### config.mk
export PLATFORM = sky130hd
export DESIGN_NAME = timer_pulse_generator
export DESIGN_NICKNAME = d
export VERILOG_FILES = /design/src/hw/timer_pulse_pkg.sv /design/src/hw/timer_evt_if.sv /design/src/hw/timer_prescaler.sv /design/src/hw/timer_edge_sync.sv /design/src/hw/timer_pulse_generator.sv
export SDC_FILE = /design/constraint.sdc
export NUM_CORES = 1
export LEC_CHECK = 0
export ABC_CLOCK_PERIOD_IN_PS = 3700
export BUFFER_PORTS_ARGS = -buffer_cell sky130_fd_sc_hd__buf_4
export CORE_UTILIZATION = 60
export DETAILED_ROUTE_END_ITERATION = 16
export HOLD_SLACK_MARGIN = 0.08
export PLACE_DENSITY = 0.95
export SLEW_MARGIN = 10
export SYNTH_ARGS = -nofsm -noshare
export SYNTH_HDL_FRONTEND = slang
export SYNTH_SLANG_ARGS = --single-unit
### constraint.sdc
create_clock -name ref_clk_in -period 3.7 [get_ports ref_clk_in]
set_input_delay 0.37 -clock ref_clk_in [delete_from_list [all_inputs] [get_ports ref_clk_in]]
set_output_delay 0.37 -clock ref_clk_in [all_outputs]
set_load 0.03 [all_outputs]
### src/hw/timer_pulse_pkg.sv
// Purpose: Shared constants for the timer pulse generator
// Assumes: 32-bit Avalon-MM register word, 200 MHz reference clock
// Notes: Offsets are byte addresses of aligned words
package timer_pulse_pkg;
   // ----------------------------------------------------------------
   // Register map
   // ----------------------------------------------------------------
   localparam logic [3:0] CTRL_OFS = 4'h0;
   localparam logic [3:0] CYCLE_OFS = 4'h4;
   localparam logic [3:0] WIDTH_OFS = 4'h8;
   localparam logic [3:0] STATUS_OFS = 4'hC;
   // ----------------------------------------------------------------
   // Control register fields
   // ----------------------------------------------------------------
   localparam int MODE_LSB = 0;
   localparam int CLKSEL_LSB = 2;
   localparam int START_LSB = 4;
   localparam int REPEAT_BIT = 6;
   localparam int FFCTL_BIT = 7;
   localparam logic [1:0] MODE_TIMER = 2'h0;
   localparam logic [1:0] MODE_PULSE = 2'h3;
   localparam logic [1:0] START_STOP = 2'h0;
   localparam logic [1:0] START_CMD = 2'h1;
   localparam logic [1:0] START_RISE = 2'h2;
   localparam logic [1:0] START_FALL = 2'h3;
   localparam logic [7:0] CTRL_RESET = 8'h00;
   localparam logic [15:0] COMPARE_RESET = 16'h0000;
   // ----------------------------------------------------------------
   // Status register fields
   // ----------------------------------------------------------------
   localparam int STAT_COUNT_LSB = 0;
   localparam int STAT_RUN_BIT = 16;
   localparam int STAT_FF_BIT = 17;
   localparam int STAT_PHASE_BIT = 18;
   // ----------------------------------------------------------------
   // Source clock dividers, as log2 of the division ratio
   // ----------------------------------------------------------------
   localparam logic [3:0] DIV_LOG_SEL0 = 4'h7;
   localparam logic [3:0] DIV_LOG_SEL1 = 4'h5;
   localparam logic [3:0] DIV_LOG_SEL2 = 4'h3;
   localparam logic [3:0] DIV_LOG_SEL3 = 4'h0;
endpackage : timer_pulse_pkg

### src/hw/timer_evt_if.sv
// Purpose: Carries source tick and trigger edges to the timer core
// Assumes: Single clock domain
// Notes: One modport per producer, one for the consumer
interface timer_evt_if;
   logic [1:0] clk_sel;
   logic tick;
   logic rise;
   logic fall;
   modport prescaler (input clk_sel, output tick);
   modport edges (output rise, output fall);
   modport core (output clk_sel, input tick, input rise, input fall);
endinterface : timer_evt_if

### src/hw/timer_prescaler.sv
// Purpose: Divides the reference clock into the counter source tick
// Assumes: Select comes from the control register
// Notes: Tick is a one-cycle pulse for selects 0 to 2, held high for select 3
module timer_prescaler #(
   parameter int DIV_W = 8
) (
   input wire logic ref_clk_in,
   input wire logic rst_n_in,
   timer_evt_if.prescaler evt
);
   logic [DIV_W-1:0] div_reg;

   function automatic logic [DIV_W-1:0] div_mask(input logic [1:0] sel);
      logic [3:0] lg;
      lg = timer_pulse_pkg::DIV_LOG_SEL3;
      unique case (sel)
         2'h0: lg = timer_pulse_pkg::DIV_LOG_SEL0;
         2'h1: lg = timer_pulse_pkg::DIV_LOG_SEL1;
         2'h2: lg = timer_pulse_pkg::DIV_LOG_SEL2;
         2'h3: lg = timer_pulse_pkg::DIV_LOG_SEL3;
      endcase
      return DIV_W'((1 << lg) - 1);
   endfunction : div_mask

   always_ff @(posedge ref_clk_in or negedge rst_n_in) begin
      if (!rst_n_in) begin
         div_reg <= '0;
      end else begin
         div_reg <= div_reg + DIV_W'(1);
      end
   end

   assign evt.tick = ((div_reg & div_mask(evt.clk_sel)) ==
                      div_mask(evt.clk_sel));
endmodule : timer_prescaler

### src/hw/timer_edge_sync.sv
// Purpose: Synchronises the trigger pin and detects its edges
// Assumes: Pin is asynchronous to the reference clock
// Notes: Edges are one-cycle pulses after two sync stages
module timer_edge_sync (
   input wire logic ref_clk_in,
   input wire logic rst_n_in,
   input wire logic pin_in,
   timer_evt_if.edges evt
);
   logic meta_reg;
   logic sync_reg;
   logic last_reg;

   always_ff @(posedge ref_clk_in or negedge rst_n_in) begin
      if (!rst_n_in) begin
         meta_reg <= 1'b0;
         sync_reg <= 1'b0;
         last_reg <= 1'b0;
      end else begin
         meta_reg <= pin_in;
         sync_reg <= meta_reg;
         last_reg <= sync_reg;
      end
   end

   assign evt.rise = sync_reg & ~last_reg;
   assign evt.fall = ~sync_reg & last_reg;
endmodule : timer_edge_sync

### src/hw/timer_pulse_generator.sv
// Purpose: 16-bit timer in programmable pulse generation mode
// Assumes: Avalon-MM slave with waitrequest, 200 MHz ref_clk_in
// Notes: Pulse pin carries the inverse of the timer flip-flop
//
// Local design decisions: the Avalon-MM slave port and the register offsets.
module timer_pulse_generator #(
   parameter int CNT_W = 16
) (
   input wire logic ref_clk_in,
   input wire logic rst_n_in,
   input wire logic [3:0] avs_address_in,
   input wire logic avs_read_in,
   input wire logic avs_write_in,
   input wire logic [31:0] avs_writedata_in,
   input wire logic [3:0] avs_byteenable_in,
   output logic [31:0] avs_readdata_out,
   output logic avs_waitrequest_out,
   input wire logic timer_input_pin_in,
   output logic pulse_output_pin_out,
   output logic timer_interrupt_out
);
   // ----------------------------------------------------------------
   // Registers and state
   // ----------------------------------------------------------------
   logic [7:0] timer_control_reg;
   logic [CNT_W-1:0] cycle_compare_reg;
   logic [CNT_W-1:0] width_compare_reg;
   logic [CNT_W-1:0] count_reg;
   logic running_reg;
   logic timer_flipflop_reg;
   logic phase_reg;
   logic wait_reg;
   logic [31:0] rdata_reg;
   logic pin_reg;
   logic irq_reg;

   logic req;
   logic wr_en;
   logic [7:0] wctl;
   logic [1:0] start_field;
   logic pulse_mode;
   logic repeat_select_bit;
   logic advance;
   logic hit_width;
   logic hit_cycle;
   logic toggle;
   logic trig_edge;
   logic ctl_wr;
   logic ff_next;

   timer_evt_if evt ();

   timer_prescaler #(.DIV_W(8)) u_prescaler (
      .ref_clk_in(ref_clk_in),
      .rst_n_in(rst_n_in),
      .evt(evt.prescaler)
   );

   timer_edge_sync u_edge_sync (
      .ref_clk_in(ref_clk_in),
      .rst_n_in(rst_n_in),
      .pin_in(timer_input_pin_in),
      .evt(evt.edges)
   );

   // ----------------------------------------------------------------
   // Decode
   // ----------------------------------------------------------------
   assign start_field = timer_control_reg[timer_pulse_pkg::START_LSB +: 2];
   assign pulse_mode = (timer_control_reg[timer_pulse_pkg::MODE_LSB +: 2]
                        == timer_pulse_pkg::MODE_PULSE);
   assign repeat_select_bit = timer_control_reg[timer_pulse_pkg::REPEAT_BIT];
   assign evt.clk_sel = timer_control_reg[timer_pulse_pkg::CLKSEL_LSB +: 2];

   assign req = avs_read_in | avs_write_in;
   assign wr_en = avs_write_in & ~wait_reg;
   assign ctl_wr = wr_en & avs_byteenable_in[0] &
                   (avs_address_in == timer_pulse_pkg::CTRL_OFS);
   assign wctl = avs_writedata_in[7:0];

   assign advance = running_reg & pulse_mode & evt.tick;
   assign hit_width = advance & (count_reg == width_compare_reg);
   assign hit_cycle = advance & (count_reg == cycle_compare_reg);
   assign toggle = hit_width | hit_cycle;

   assign trig_edge = (start_field == timer_pulse_pkg::START_RISE) ?
                      evt.rise : evt.fall;

   // ----------------------------------------------------------------
   // Bus slave
   // ----------------------------------------------------------------
   always_ff @(posedge ref_clk_in or negedge rst_n_in) begin
      if (!rst_n_in) begin
         wait_reg <= 1'b1;
      end else begin
         wait_reg <= ~(req & wait_reg);
      end
   end

   always_ff @(posedge ref_clk_in or negedge rst_n_in) begin
      if (!rst_n_in) begin
         rdata_reg <= 32'h00000000;
      end else if (avs_read_in & wait_reg) begin
         unique case (avs_address_in)
            timer_pulse_pkg::CTRL_OFS: begin
               rdata_reg <= {24'h000000, timer_control_reg};
            end
            timer_pulse_pkg::CYCLE_OFS: begin
               rdata_reg <= {16'h0000, cycle_compare_reg};
            end
            timer_pulse_pkg::WIDTH_OFS: begin
               rdata_reg <= {16'h0000, width_compare_reg};
            end
            timer_pulse_pkg::STATUS_OFS: begin
               rdata_reg <= {13'h0000, phase_reg, timer_flipflop_reg,
                             running_reg, count_reg};
            end
            default: begin
               rdata_reg <= 32'h00000000;
            end
         endcase
      end
   end

   always_ff @(posedge ref_clk_in or negedge rst_n_in) begin
      if (!rst_n_in) begin
         cycle_compare_reg <= timer_pulse_pkg::COMPARE_RESET;
         width_compare_reg <= timer_pulse_pkg::COMPARE_RESET;
      end else if (wr_en) begin
         if (avs_address_in == timer_pulse_pkg::CYCLE_OFS) begin
            if (avs_byteenable_in[0]) cycle_compare_reg[7:0] <=
               avs_writedata_in[7:0];
            if (avs_byteenable_in[1]) cycle_compare_reg[15:8] <=
               avs_writedata_in[15:8];
         end
         if (avs_address_in == timer_pulse_pkg::WIDTH_OFS) begin
            if (avs_byteenable_in[0]) width_compare_reg[7:0] <=
               avs_writedata_in[7:0];
            if (avs_byteenable_in[1]) width_compare_reg[15:8] <=
               avs_writedata_in[15:8];
         end
      end
   end

   // ----------------------------------------------------------------
   // Control register and run state
   // ----------------------------------------------------------------
   always_ff @(posedge ref_clk_in or negedge rst_n_in) begin
      if (!rst_n_in) begin
         timer_control_reg <= timer_pulse_pkg::CTRL_RESET;
      end else if (ctl_wr) begin
         timer_control_reg <= wctl;
      end else if (hit_cycle & repeat_select_bit) begin
         timer_control_reg[timer_pulse_pkg::START_LSB +: 2] <=
            timer_pulse_pkg::START_STOP;
      end
   end

   always_ff @(posedge ref_clk_in or negedge rst_n_in) begin
      if (!rst_n_in) begin
         running_reg <= 1'b0;
      end else if (ctl_wr) begin
         running_reg <= (wctl[timer_pulse_pkg::START_LSB +: 2] ==
                         timer_pulse_pkg::START_CMD);
      end else if (hit_cycle & repeat_select_bit) begin
         running_reg <= 1'b0;
      end else if (!running_reg & start_field[1] & trig_edge) begin
         running_reg <= 1'b1;
      end
   end

   // ----------------------------------------------------------------
   // Up-counter
   // ----------------------------------------------------------------
   always_ff @(posedge ref_clk_in or negedge rst_n_in) begin
      if (!rst_n_in) begin
         count_reg <= '0;
      end else if (ctl_wr & (wctl[timer_pulse_pkg::START_LSB +: 2] ==
                             timer_pulse_pkg::START_STOP)) begin
         count_reg <= '0;
      end else if (hit_cycle) begin
         count_reg <= '0;
      end else if (advance) begin
         count_reg <= count_reg + CNT_W'(1);
      end
   end

   // ----------------------------------------------------------------
   // Timer flip-flop and pin
   // ----------------------------------------------------------------
   always_comb begin
      ff_next = timer_flipflop_reg;
      if (toggle) begin
         ff_next = ~timer_flipflop_reg;
      end else if (ctl_wr & ~running_reg &
                   (wctl[timer_pulse_pkg::MODE_LSB +: 2] ==
                    timer_pulse_pkg::MODE_PULSE)) begin
         ff_next = wctl[timer_pulse_pkg::FFCTL_BIT] ^ phase_reg;
      end
   end

   always_ff @(posedge ref_clk_in or negedge rst_n_in) begin
      if (!rst_n_in) begin
         timer_flipflop_reg <= 1'b0;
         pin_reg <= 1'b1;
      end else begin
         timer_flipflop_reg <= ff_next;
         pin_reg <= ~ff_next;
      end
   end

   always_ff @(posedge ref_clk_in or negedge rst_n_in) begin
      if (!rst_n_in) begin
         phase_reg <= 1'b0;
      end else if (toggle) begin
         phase_reg <= ~phase_reg;
      end else if (ctl_wr & (wctl[timer_pulse_pkg::MODE_LSB +: 2] !=
                             timer_pulse_pkg::MODE_PULSE)) begin
         phase_reg <= 1'b0;
      end
   end

   always_ff @(posedge ref_clk_in or negedge rst_n_in) begin
      if (!rst_n_in) begin
         irq_reg <= 1'b0;
      end else begin
         irq_reg <= toggle;
      end
   end

   assign avs_readdata_out = rdata_reg;
   assign avs_waitrequest_out = wait_reg;
   assign pulse_output_pin_out = pin_reg;
   assign timer_interrupt_out = irq_reg;
endmodule : timer_pulse_generator

==> qor.yml, run 1 <==
status:
  outcome: "finished, final reports clean"
routing:
  routed_via_density: 6.14
  drt-pass1-iter-count: 7
  vias: 3492
  drtIter0Drc: 309
  wl_per_cell_um: 18.1
  drc: 0
  ant_nets: 0
  wirelength_um: 10300
grt:
  grtUsageTotal_pct: 28.2
  grt_overflow: 0
  antenna_found_initial: 0
  grt_pass1_wl_um: 16500
  grt_max_degree: 83
  grt_pass1_vias: 3286
clocking:
  holdBufCountCts: 0
  htreeDepth: 3
  cts.sinks: 91
  root_buffer: "clkbuf_8"
  numCtsBuffers: 9
  clk_latency_ns: 0.36
  path_clk_slew_ns: 0.09
  cts_tree: "built"
  cts_resized: 0
  clk_path_buf_depth: 2
  post-cts-setup-buffers: 0
timing:
  setup_violations: 0
  min_period_over_period_pct: 62.8
  fin_skew_ns: 0.0113
  min_period_ns: 2.32
  slew_viol_final: 0
  rsz0062_at_grt: "no"
  finalHoldViolCount: 0
  final.setup.worst_slack_ns: 1.38
  worstMarginPinSlew_ns: 1.28
  tns_ns: 0
  slew_headroom_pct: 13.9
  max_freq_ghz: 0.431
run:
  cap_violations: 0
floorplanning:
  core_area_um2: 7290
  die_w_um: 89.0
  start_util_pct: 62.3
  die-area_um2: 7920
  chipHeight_um: 89.0
  io_pins: 80
  num_rows: 31
final_layout:
  syn2layout_area_growth_pct: 12.5
  finalNetCount: 512
  diodes: 0
  finish.utilization_pct: 70.0
  drive_gt1_share_pct: 23.4
  largest_register_ffs: 19
power:
  power_w: 0.00214
  power.density_nw_per_um2: 419
  p_leak_nw: 2.40
  ir_worst_vdd_uv: 237
  switching_share_pct: 27.8
  p_int_w: 0.00154
  p_comb_share_pct: 13.2
  p_switching_w: 0.000595
  clockPowerShare_pct: 32.8
  pwr-share-seq_pct: 54.0
logic_synthesis:
  synth_cell_types: 48
  async_flop_share_pct: 100
  synth-seq-area-share_pct: 50.2
  ys_seq_elements: 91
  synth.avg_cell_area_um2: 10.5
  netlist.area_leader.share_pct: 49.1
  synth_warnings: 0
  synthCells: 431
  synth_area_leaders: "dfrtp_1 49%, mux2_2 7.9%, xor2_1 7.1%"
  syn_area_um2: 4540
  yosysTopAreaCell: "dfrtp_1"
  synth_top_flop_cell: "dfrtp_1"
  synth_edf_count: 0
place:
  hpwl_um: 7460
  post-place-ws_ns: 1.21
  portBuffers: 48
  place_congestion: 0.934
setup_path:
  endpoint_kind: "register"
  reg2reg_slack_ns: 1.38
  critPathLaunchType: "register"
  critPathKind: "reg2reg"
  cp_max_fo: 24
  crit_required_ns: 3.99
  worst_ep_arrival_time_ns: 2.61
min_path:
  hp-class: "in2reg"
## worst max-delay path, stage by stage (launching register included)
cell and delay [ns]:
dfrtp_1 0.46, nand3_1 0.10, nor3_1 0.60, a21oi_2 0.37
or4_1 0.57, a21oi_1 0.15
## per-layer routing
| metal | vias to the layer above | track usage, % | wire length (um) |
|---|---|---|---|
| met5 | - | 0 | 0 |
| met4 | 0 | 11.1 | 208 |
| met3 | 19 | 4.43 | 694 |
| met2 | 181 | 43.4 | 4760 |
| met1 | 1707 | 40.6 | 4650 |
| li1 | 1585 | - | - |
## final cells by class
class / count / area [um^2]
Tap cell: 99 / 124
Fill cell: 553 / 2180
Timing Repair Buffer: 52 / 390
Multi-Input combinational cell: 309 / 2090
Clock buffer: 11 / 151
Clock inverter: 5 / 60.1
Inverter: 2 / 7.51
Sequential cell: 91 / 2280
## path summary, 6_finish.rpt
path	end	depth (start not counted)	from
min reg2reg	u_edge_sync.sync_reg	0	u_edge_sync.meta_reg
max in group asynchronous	width_compare_reg[15]	2	rst_n_in
max	count_reg[14]	5	running_reg
min	u_edge_sync.meta_reg	1	timer_input_pin_in
min in group asynchronous	avs_readdata_out[12]	1	rst_n_in
max reg2reg	count_reg[14]	5	running_reg
## cell usage in the layout (no fill, tap or decap), types with 2 or more instances in the layout
| master | Yosys | layout |
|---|---|---|
| xor2_1 | 37 | 37 |
| nor2_1 | 4 | 4 |
| nand3b_1 | 2 | 2 |
| ha_1 | 2 | 2 |
| and4b_1 | 2 | 2 |
| dfstp_2 | 2 | 2 |
| nand3_1 | 9 | 9 |
| a221oi_1 | 8 | 8 |
| mux2_2 | 32 | 32 |
| a21oi_1 | 24 | 24 |
| o21ai_0 | 35 | 35 |
| nand2_1 | 56 | 56 |
| nor4_1 | 9 | 9 |
| buf_4 | 13 | 52 |
| xnor2_1 | 3 | 3 |
| inv_1 | 2 | 2 |
| a22o_1 | 15 | 15 |
| and4_1 | 2 | 2 |
| nor4b_2 | 2 | 2 |
| and3_1 | 6 | 6 |
| or4_1 | 4 | 4 |
| or4b_1 | 2 | 2 |
| conb_1 | 1 | 13 |
| dfrtp_1 | 89 | 89 |
| clkbuf_8 | 0 | 11 |
| nor2b_1 | 2 | 2 |
| and2_1 | 4 | 4 |
| or3_1 | 9 | 9 |
| nand4_1 | 6 | 6 |
| o31ai_1 | 4 | 4 |
| a31oi_1 | 2 | 2 |
| nor3_1 | 2 | 2 |
## kinds of logic after synthesis
family | Yosys count | share of synthesized area, %
other | 1 | 0.0826
flip-flops | 91 | 50.2
buffers and inverters | 43 | 4.77
multiplexers | 33 | 8.16
adder cells (fa/ha/maj) | 2 | 0.551
XOR/XNOR | 40 | 7.72
AND/OR/NAND/NOR | 125 | 15.1
AO/OA/AOI/OAI | 96 | 13.4
## synth_stat cells (2+ instances only)
cell and instances:
a21oi_1 24, a221oi_1 8, a22o_1 15, a31oi_1 2, and2_1 4, and3_1 6
and4_1 2, and4b_1 2, buf_2 4, buf_4 13, clkbuf_1 22, dfrtp_1 89
dfstp_2 2, ha_1 2, inv_1 2, mux2_2 32, nand2_1 56, nand3_1 9
nand3b_1 2, nand4_1 6, nor2_1 4, nor2b_1 2, nor3_1 2, nor4_1 9
nor4b_2 2, o21ai_0 35, o31ai_1 4, or3_1 9, or4_1 4, or4b_1 2
xnor2_1 3, xor2_1 37
## power groups by stage
stage / clock, W / sequential [W] / combinational, W
final: 0.000702 / 0.00115 / 0.000282
after global routing: 0.000744 / 0.00116 / 0.000309
after CTS: 0.000702 / 0.00115 / 0.000281
after detailed placement: 0 / 0.00117 / 0.000279
after global placement: 0 / 0.00116 / 0.000267
after floorplan: 0 / 0.00115 / 0.000184
## through the flow
step / cells / cell area (um^2) / hold WS (ns)
2_1_floorplan: 443 / 4580 / 0.0744
3_3_place_gp: 553 / 4900 / 0.333
3_5_place_dp: 553 / 4900 / 0.335
4_1_cts: 569 / 5110 / 0.110
5_1_grt: 569 / 5110 / 0.105
6_report: 569 / 5110 / 0.112
Note: power is estimated with default switching activity, not from simulation.
==> run 2: changes to the inputs <==
--- a/config.mk
+++ b/config.mk
@@ -5,12 +5,12 @@
 export SDC_FILE = /design/constraint.sdc
 export NUM_CORES = 1
 export LEC_CHECK = 0
-export ABC_CLOCK_PERIOD_IN_PS = 3700
+export ABC_CLOCK_PERIOD_IN_PS = 2000
 export BUFFER_PORTS_ARGS = -buffer_cell sky130_fd_sc_hd__buf_4
-export CORE_UTILIZATION = 60
+export CORE_UTILIZATION = 51
 export DETAILED_ROUTE_END_ITERATION = 16
 export HOLD_SLACK_MARGIN = 0.08
-export PLACE_DENSITY = 0.95
+export PLACE_DENSITY = 0.87
 export SLEW_MARGIN = 10
 export SYNTH_ARGS = -nofsm -noshare
 export SYNTH_HDL_FRONTEND = slang
==> constraint.sdc (replaced) <==
create_clock -name ref_clk_in -period 2 [get_ports ref_clk_in]
set_input_delay 0.2 -clock ref_clk_in [delete_from_list [all_inputs] [get_ports ref_clk_in]]
set_output_delay 0.2 -clock ref_clk_in [all_outputs]
set_load 0.03 [all_outputs]
==> run 2 against run 1 <==
  * Routed wire length is 9.1% higher
  * Sequential cell count stayed put
  * Die area is 17% higher
  * Combinational power is 130% higher
  * Sequential share of layout area is 3.9 points lower
  * Non-clock buffer count is 51 higher
  * Global-route usage is 1.8 points lower
  * Power is 92% higher
  * Utilization is 5.5 points lower
  * Sequential power is 85% higher
  * Clock-buffer cell count is 4 higher
  * Clock skew is 0.00095 ns lower
  * Critical path type unchanged
  * Largest cell class unchanged
  * Largest power group unchanged
==> qor.yml, run 2 (synthesis gave the netlist of run 1 again) <==
timing:
  min_period_ns: 1.95  # -0.375 ns
  setup_violations: 0  # unchanged
  max_freq_ghz: 0.514  # +19%
  finalHoldViolCount: 0  # unchanged
  min_period_over_period_pct: 97.4  # +35 points
  slew_headroom_pct: 61.4  # +48 points
  fin_skew_ns: 0.0103  # -0.000953 ns
  worstMarginPinSlew_ns: 0.578  # -0.701 ns
  final.setup.worst_slack_ns: 0.0527  # -1.33 ns
  slew_viol_final: 0  # unchanged
final_layout:
  fillers: 663  # +20%
  layout_commonest_cell: "buf_4"
  finalNetCount: 563  # +10%
  drive_gt1_share_pct: 30.3  # +6.9 points
  largest_register_ffs: 19  # unchanged
  finish.utilization_pct: 64.5  # -5.5 points
  syn2layout_area_growth_pct: 23.4
  final_cell_mix: "90 x buf_4, 86 x dfrtp_1, 55 x nand2_1"
  diodes: 0  # unchanged
  design_area_um2: 5600  # +9.7%
min_path:
  hp-class: "in2reg"
  min_from: "avs_writedata_in[7]"
  min_delay_path_depth: 3  # +2
  whs_endpoint: "timer_control_reg[7]"
routing:
  wl_per_cell_um: 17.9  # -1.3%
  drtIter0Drc: 334  # +8.1%
  wirelength_um: 11300  # +9.1%
  ant_nets: 0  # unchanged
  drt-pass1-iter-count: 6  # -1
  drc: 0  # unchanged
  vias: 3776  # +8.1%
  routed_via_density: 6.00  # -2.2%
place:
  hpwl_um: 8330  # +12%
  portBuffers: 48  # unchanged
  post-place-ws_ns: -0.128  # -1.34 ns
  place_congestion: 0.957  # +2.5%
  place_area_um2: 5200  # +6.3%
power:
  ir_worst_vdd_uv: 400  # +69%
  power.density_nw_per_um2: 734  # +75%
  p_leak_nw: 2.66  # +11%
grt:
  grt_overflow: 0  # unchanged
  grt_pass1_vias: 3558  # +8.3%
  grt_pass1_wl_um: 18300  # +11%
  grt_max_degree: 49  # -41%
  grtUsageTotal_pct: 26.4  # -1.8 points
  antenna_found_initial: 0  # unchanged
clocking:
  clk_latency_ns: 0.36  # about the same
  cts_tree: "built"
  clk_path_buf_depth: 2  # unchanged
  path_clk_slew_ns: 0.09  # about the same
  htreeDepth: 3  # unchanged
  root_buffer: "clkbuf_8"
  cts.sinks: 91  # unchanged
  numCtsBuffers: 9  # unchanged
setup_path:
  reg2reg_slack_ns: 0.05  # -1.33 ns
  crit_required_ns: 2.28  # -1.71 ns
  endpoint_kind: "register"
  reg2reg_depth: 7  # +2
  r2r_start: "count_reg[11]"
  worst_ep_arrival_time_ns: 2.23  # -0.38 ns
  r2r_end: "phase_reg"
  critPathKind: "reg2reg"
  critPathLaunchType: "register"
  cp_max_fo: 6  # -75%
floorplanning:
  start_util_pct: 52.3  # -9.9 points
  io_pins: 80  # unchanged
  num_rows: 34  # +9.7%
  die_w_um: 96.3  # +8.3%
  die-area_um2: 9280  # +17%
  chipHeight_um: 96.3  # +8.3%
  core_area_um2: 8680  # +19%
run:
  cap_violations: 0  # unchanged
status:
  outcome: "finished, final reports clean"
==> run 2: cell count changes in the layout (fill, tap and decap cells not counted), moves of 2 or more <==
cell,before,now
dlygate4sd3_1,0,12
buf_4,52,90
clkbuf_8,11,13
dfrtp_2,0,3
clkbuf_1,0,2
nor4_2,0,6
dfrtp_1,89,86
nor4_1,9,3
==> run 2: how the worst max path moves through the flow <==
stage	slack, ns	start	to
global route	-0.02	count_reg[11]	phase_reg
detailed placement	-0.13	avs_address_in[3]	count_reg[5]
finish	0.05	count_reg[11]	phase_reg
floorplan	0.14	count_reg[4]	count_reg[10]
CTS	0.04	u_prescaler.div_reg[0]	count_reg[5]
global placement	-0.03	avs_address_in[3]	count_reg[7]
==> run 2: layer usage <==
metal | share of wire, % | global-route usage [%] | vias to the layer above
li1 | - | - | 1691
met1 | 42 | 37.5 | 1832
met2 | 47 | 40.4 | 221
met3 | 8.6 | 4.34 | 32
met4 | 2.5 | 10.0 | 0
met5 | 0 | 0 | -
==> run 2: cell type report <==
class,instances,area [um^2],area share (%)
Multi-Input combinational cell,309,2140,38.3
Tap cell,108,135,2.41
Inverter,2,7.51,0.134
Timing Repair Buffer,103,816,14.6
Clock buffer,15,186,3.33
Sequential cell,91,2280,40.8
Clock inverter,1,30.0,0.536
==> run 2: stage by stage <==
stage | total power (W) | cells | hold WS, ns | TNS [ns]
after floorplan | 0.00247 | 443 | -0.0956 | 0
after global placement | 0.00271 | 600 | 0.226 | -0.174
after detailed placement | 0.00275 | 600 | 0.240 | -0.747
after CTS | 0.00409 | 628 | 0.0821 | 0
after global routing | 0.00427 | 629 | 0.0815 | -0.0318
final | 0.00411 | 629 | 0.0800 | 0
==> run 2: repair_timing <==
action                                  4_1_cts  5_1_grt
endpoints found under the setup margin        7       15
gates resized for setup                       1       11
endpoints found under the hold margin        53        0
hold buffers                                 12        0
cloned                                        0        0
pin swaps                                     0        2
buffers inserted                              0        1
==> run 2: worst max-delay path, stage by stage (launching register included) <==
cell,delay (ns)
dfrtp_1,0.46
xor2_1,0.20
nor4_1,0.39
nand4_1,0.16
buf_4,0.19
a21oi_1,0.14
buf_4,0.16
mux2i_1,0.17
==> run 2: power by group <==
part / total (W) / internal (W) / switching [W] / leakage [nW]
combinational: 0.000643 / 0.000299 / 0.000344 / 1.36
clock: 0.00134 / 0.000717 / 0.000618 / 0.110
sequential: 0.00213 / 0.00198 / 0.000151 / 1.18
total: 0.00411 / 0.00300 / 0.00111 / 2.66
==> run 3: changes to the inputs <==
--- a/config.mk
+++ b/config.mk
@@ -5,12 +5,12 @@
 export SDC_FILE = /design/constraint.sdc
 export NUM_CORES = 1
 export LEC_CHECK = 0
-export ABC_CLOCK_PERIOD_IN_PS = 2000
+export ABC_CLOCK_PERIOD_IN_PS = 2450
 export BUFFER_PORTS_ARGS = -buffer_cell sky130_fd_sc_hd__buf_4
-export CORE_UTILIZATION = 51
+export CORE_UTILIZATION = 60
 export DETAILED_ROUTE_END_ITERATION = 16
 export HOLD_SLACK_MARGIN = 0.08
-export PLACE_DENSITY = 0.87
+export PLACE_DENSITY = 0.95
 export SLEW_MARGIN = 10
 export SYNTH_ARGS = -nofsm -noshare
 export SYNTH_HDL_FRONTEND = slang
==> constraint.sdc (replaced) <==
create_clock -name ref_clk_in -period 2.45 [get_ports ref_clk_in]
set_input_delay 0.245 -clock ref_clk_in [delete_from_list [all_inputs] [get_ports ref_clk_in]]
set_output_delay 0.245 -clock ref_clk_in [all_outputs]
set_load 0.03 [all_outputs]
==> run 3 against run 2 <==
  * Fmax shrank 16%
  * Via count down 2.9%
  * Clock skew grew 0.0037 ns
  * Register-to-register slack gained 0.08 ns
  * Global-route usage increased by 3.8 points
  * Sequential share of layout area grew 2.6 points
  * Clock-buffer cell count fell by 5
  * Routed wire length shrank 3.1%
  * Critical path type unchanged
  * Highest routed layer unchanged
==> qor.yml, run 3 (synthesis gave the netlist of run 1 again) <==
timing:
  rsz0062_at_grt: "no"
  slew_headroom_pct: 53.8  # -7.7 points
  min_period_over_period_pct: 94.6  # -2.7 points
  tns_ns: 0  # unchanged
  fin_skew_ns: 0.0140  # +0.00366 ns
  finalHoldViolCount: 0  # unchanged
  max_freq_ghz: 0.431  # -16%
  min_period_ns: 2.32  # +0.372 ns
  setup_violations: 0  # unchanged
  worstMarginPinSlew_ns: 0.694  # +0.115 ns
  hold_ws_ns: 0.0991  # +0.0192 ns
  slew_viol_final: 0  # unchanged
place:
  portBuffers: 48  # unchanged
  place_congestion: 0.933  # -2.5%
  hpwl_um: 8050  # -3.4%
power:
  p_switching_w: 0.000910  # -18%
  p_leak_nw: 2.49  # -6.4%
  p_comb_share_pct: 13.7  # -1.9 points
  ir_worst_vdd_uv: 371  # -7.2%
  p_int_w: 0.00231  # -23%
  power.density_nw_per_um2: 612  # -17%
  pwr-share-seq_pct: 54.1  # +2.2 points
  power_w: 0.00322  # -22%
  switching_share_pct: 28.3  # +1.2 points
  clockPowerShare_pct: 32.1  # -0.4 points
grt:
  grt_pass1_wl_um: 17300  # -5.5%
  antenna_found_initial: 0  # unchanged
  grtUsageTotal_pct: 30.2  # +3.8 points
  grt_overflow: 0  # unchanged
  grt_max_degree: 57  # +16%
  grt_pass1_vias: 3487  # -2.0%
routing:
  drt-pass1-iter-count: 5  # -1
  wirelength_um: 10900  # -3.1%
  routed.top_layer: "met4"
  met3WireLength_um: 957  # -0.62%
  routed-wl-met2_um: 5230  # -1.2%
  drc: 0  # unchanged
  ant_nets: 0  # unchanged
  routed_via_density: 6.25  # +4.1%
  drtIter0Drc: 335  # +0.30%
  wl_met1_um: 4410  # -6.8%
  wl_per_cell_um: 18.6  # +3.8%
  vias: 3668  # -2.9%
floorplanning:
  start_util_pct: 62.3  # +9.9 points
  io_pins: 80  # unchanged
  core_area_um2: 7290  # -16%
  die-area_um2: 7920  # -15%
  die_w_um: 89.0  # -7.6%
  num_rows: 31  # -8.8%
  chipHeight_um: 89.0  # -7.6%
final_layout:
  layout_commonest_cell: "dfrtp_1"
  finish.utilization_pct: 72.1  # +7.6 points
  largest_register_ffs: 19  # unchanged
  final_cell_mix: "89 x dfrtp_1, 64 x buf_4, 56 x nand2_1"
  diodes: 0  # unchanged
  syn2layout_area_growth_pct: 15.8
  drive_gt1_share_pct: 25.2  # -5.1 points
  fillers: 542  # -18%
  finalNetCount: 530  # -5.9%
setup_path:
  cpLargestDelayFamily: "simple AND/OR/NAND/NOR gates"
  crit_required_ns: 2.75  # +0.47 ns
  r2r_start: "cycle_compare_reg[12]"
  worst_ep_arrival_time_ns: 2.62  # +0.39 ns
  max_stage_delay_ns: 0.58  # +0.12 ns
  critPathKind: "reg2reg"
  critPathBufInv: 0  # -2
  cp_slowest_cell: "nor4_1"
  cp_max_fo: 5  # -1
  critPathLaunchType: "register"
  setup.worst_path.start: "cycle_compare_reg[12]"
  endpoint_kind: "register"
  cp_cell_sequence: "xor2_1 -> nor4_1 -> nand4_1 -> a21oi_1 -> mux2i_1"
run:
  cap_violations: 0  # unchanged
clocking:
  cts.sinks: 91  # unchanged
  cts_resized: 0  # -1
  clk_latency_ns: 0.38  # +0.02 ns
  cts_tree: "built"
  root_buffer: "clkbuf_8"
  htreeDepth: 3  # unchanged
  path_clk_slew_ns: 0.10  # about the same
  clk_path_buf_depth: 2  # unchanged
  numCtsBuffers: 9  # unchanged
min_path:
  hp-class: "in2reg"
  min_from: "avs_writedata_in[3]"
status:
  outcome: "finished, final reports clean"
[run 3: changes by cell type in the layout (fill, tap and decap cells not counted), sizes merged]
cell | previous run | this run
buf | 91 | 65
clkbuf | 15 | 10
dlygate4sd3 | 12 | 5
clkinv | 0 | 4
clkinvlp | 0 | 1
[run 3: layer usage]
metal  vias up  track usage (%)
li1       1630                -
met4         0             14.6
met5         -                0
met3        28             7.66
met2       201             47.6
met1      1809             39.3
[run 3: layout make-up]
| class | count | area, um^2 | area share (%) |
|---|---|---|---|
| well taps | 99 | 124 | 2.36 |
| repair buffers | 70 | 551 | 10.5 |
| clock buffers | 10 | 138 | 2.62 |
| inverters | 2 | 7.51 | 0.143 |
| flip-flops and latches | 91 | 2280 | 43.4 |
| multi-input cells | 309 | 2090 | 39.8 |
| clock inverters | 6 | 65.1 | 1.24 |
[run 3: tightest hold or removal path, stage by stage]
cell	delay, ns
buf_4	0.10
nand2_1	0.05
nand2_1	0.05
[run 3: repair_timing]
| action | 4_1_cts | 5_1_grt |
|---|---|---|
| buffers inserted | 0 | 0 |
| hold buffers | 5 | 0 |
| endpoints found under the hold margin | 56 | 0 |
[run 3: path summary, 6_finish.rpt]
check                                             to  slack, ns  depth (start not counted)
worst min register to register  u_edge_sync.sync_reg       0.35                          0
worst min-delay path            timer_control_reg[3]        0.1                          3
worst max register to register             phase_reg       0.13                          5
min in group asynchronous       avs_readdata_out[12]       0.45                          2
max in group asynchronous               count_reg[3]       1.36                          3
worst max-delay path                       phase_reg       0.13                          5
[run 3: through the flow]
step	std cells	worst slack, ns	instance area (um^2)
finish	587	0.131	5260
global route	587	0.0307	5260
CTS	587	0.271	5260
detailed placement	566	0.239	5010
global placement	566	0.322	5010
floorplan	443	0.561	4580
[run 3: power groups by stage]
stage | Sequential (W) | Combinational, W | Clock [W]
3_5_place_dp | 0.00177 | 0.000431 | 0
3_3_place_gp | 0.00176 | 0.000410 | 0
5_1_grt | 0.00176 | 0.000485 | 0.00110
2_1_floorplan | 0.00174 | 0.000278 | 0
4_1_cts | 0.00174 | 0.000442 | 0.00105
6_report | 0.00174 | 0.000443 | 0.00103
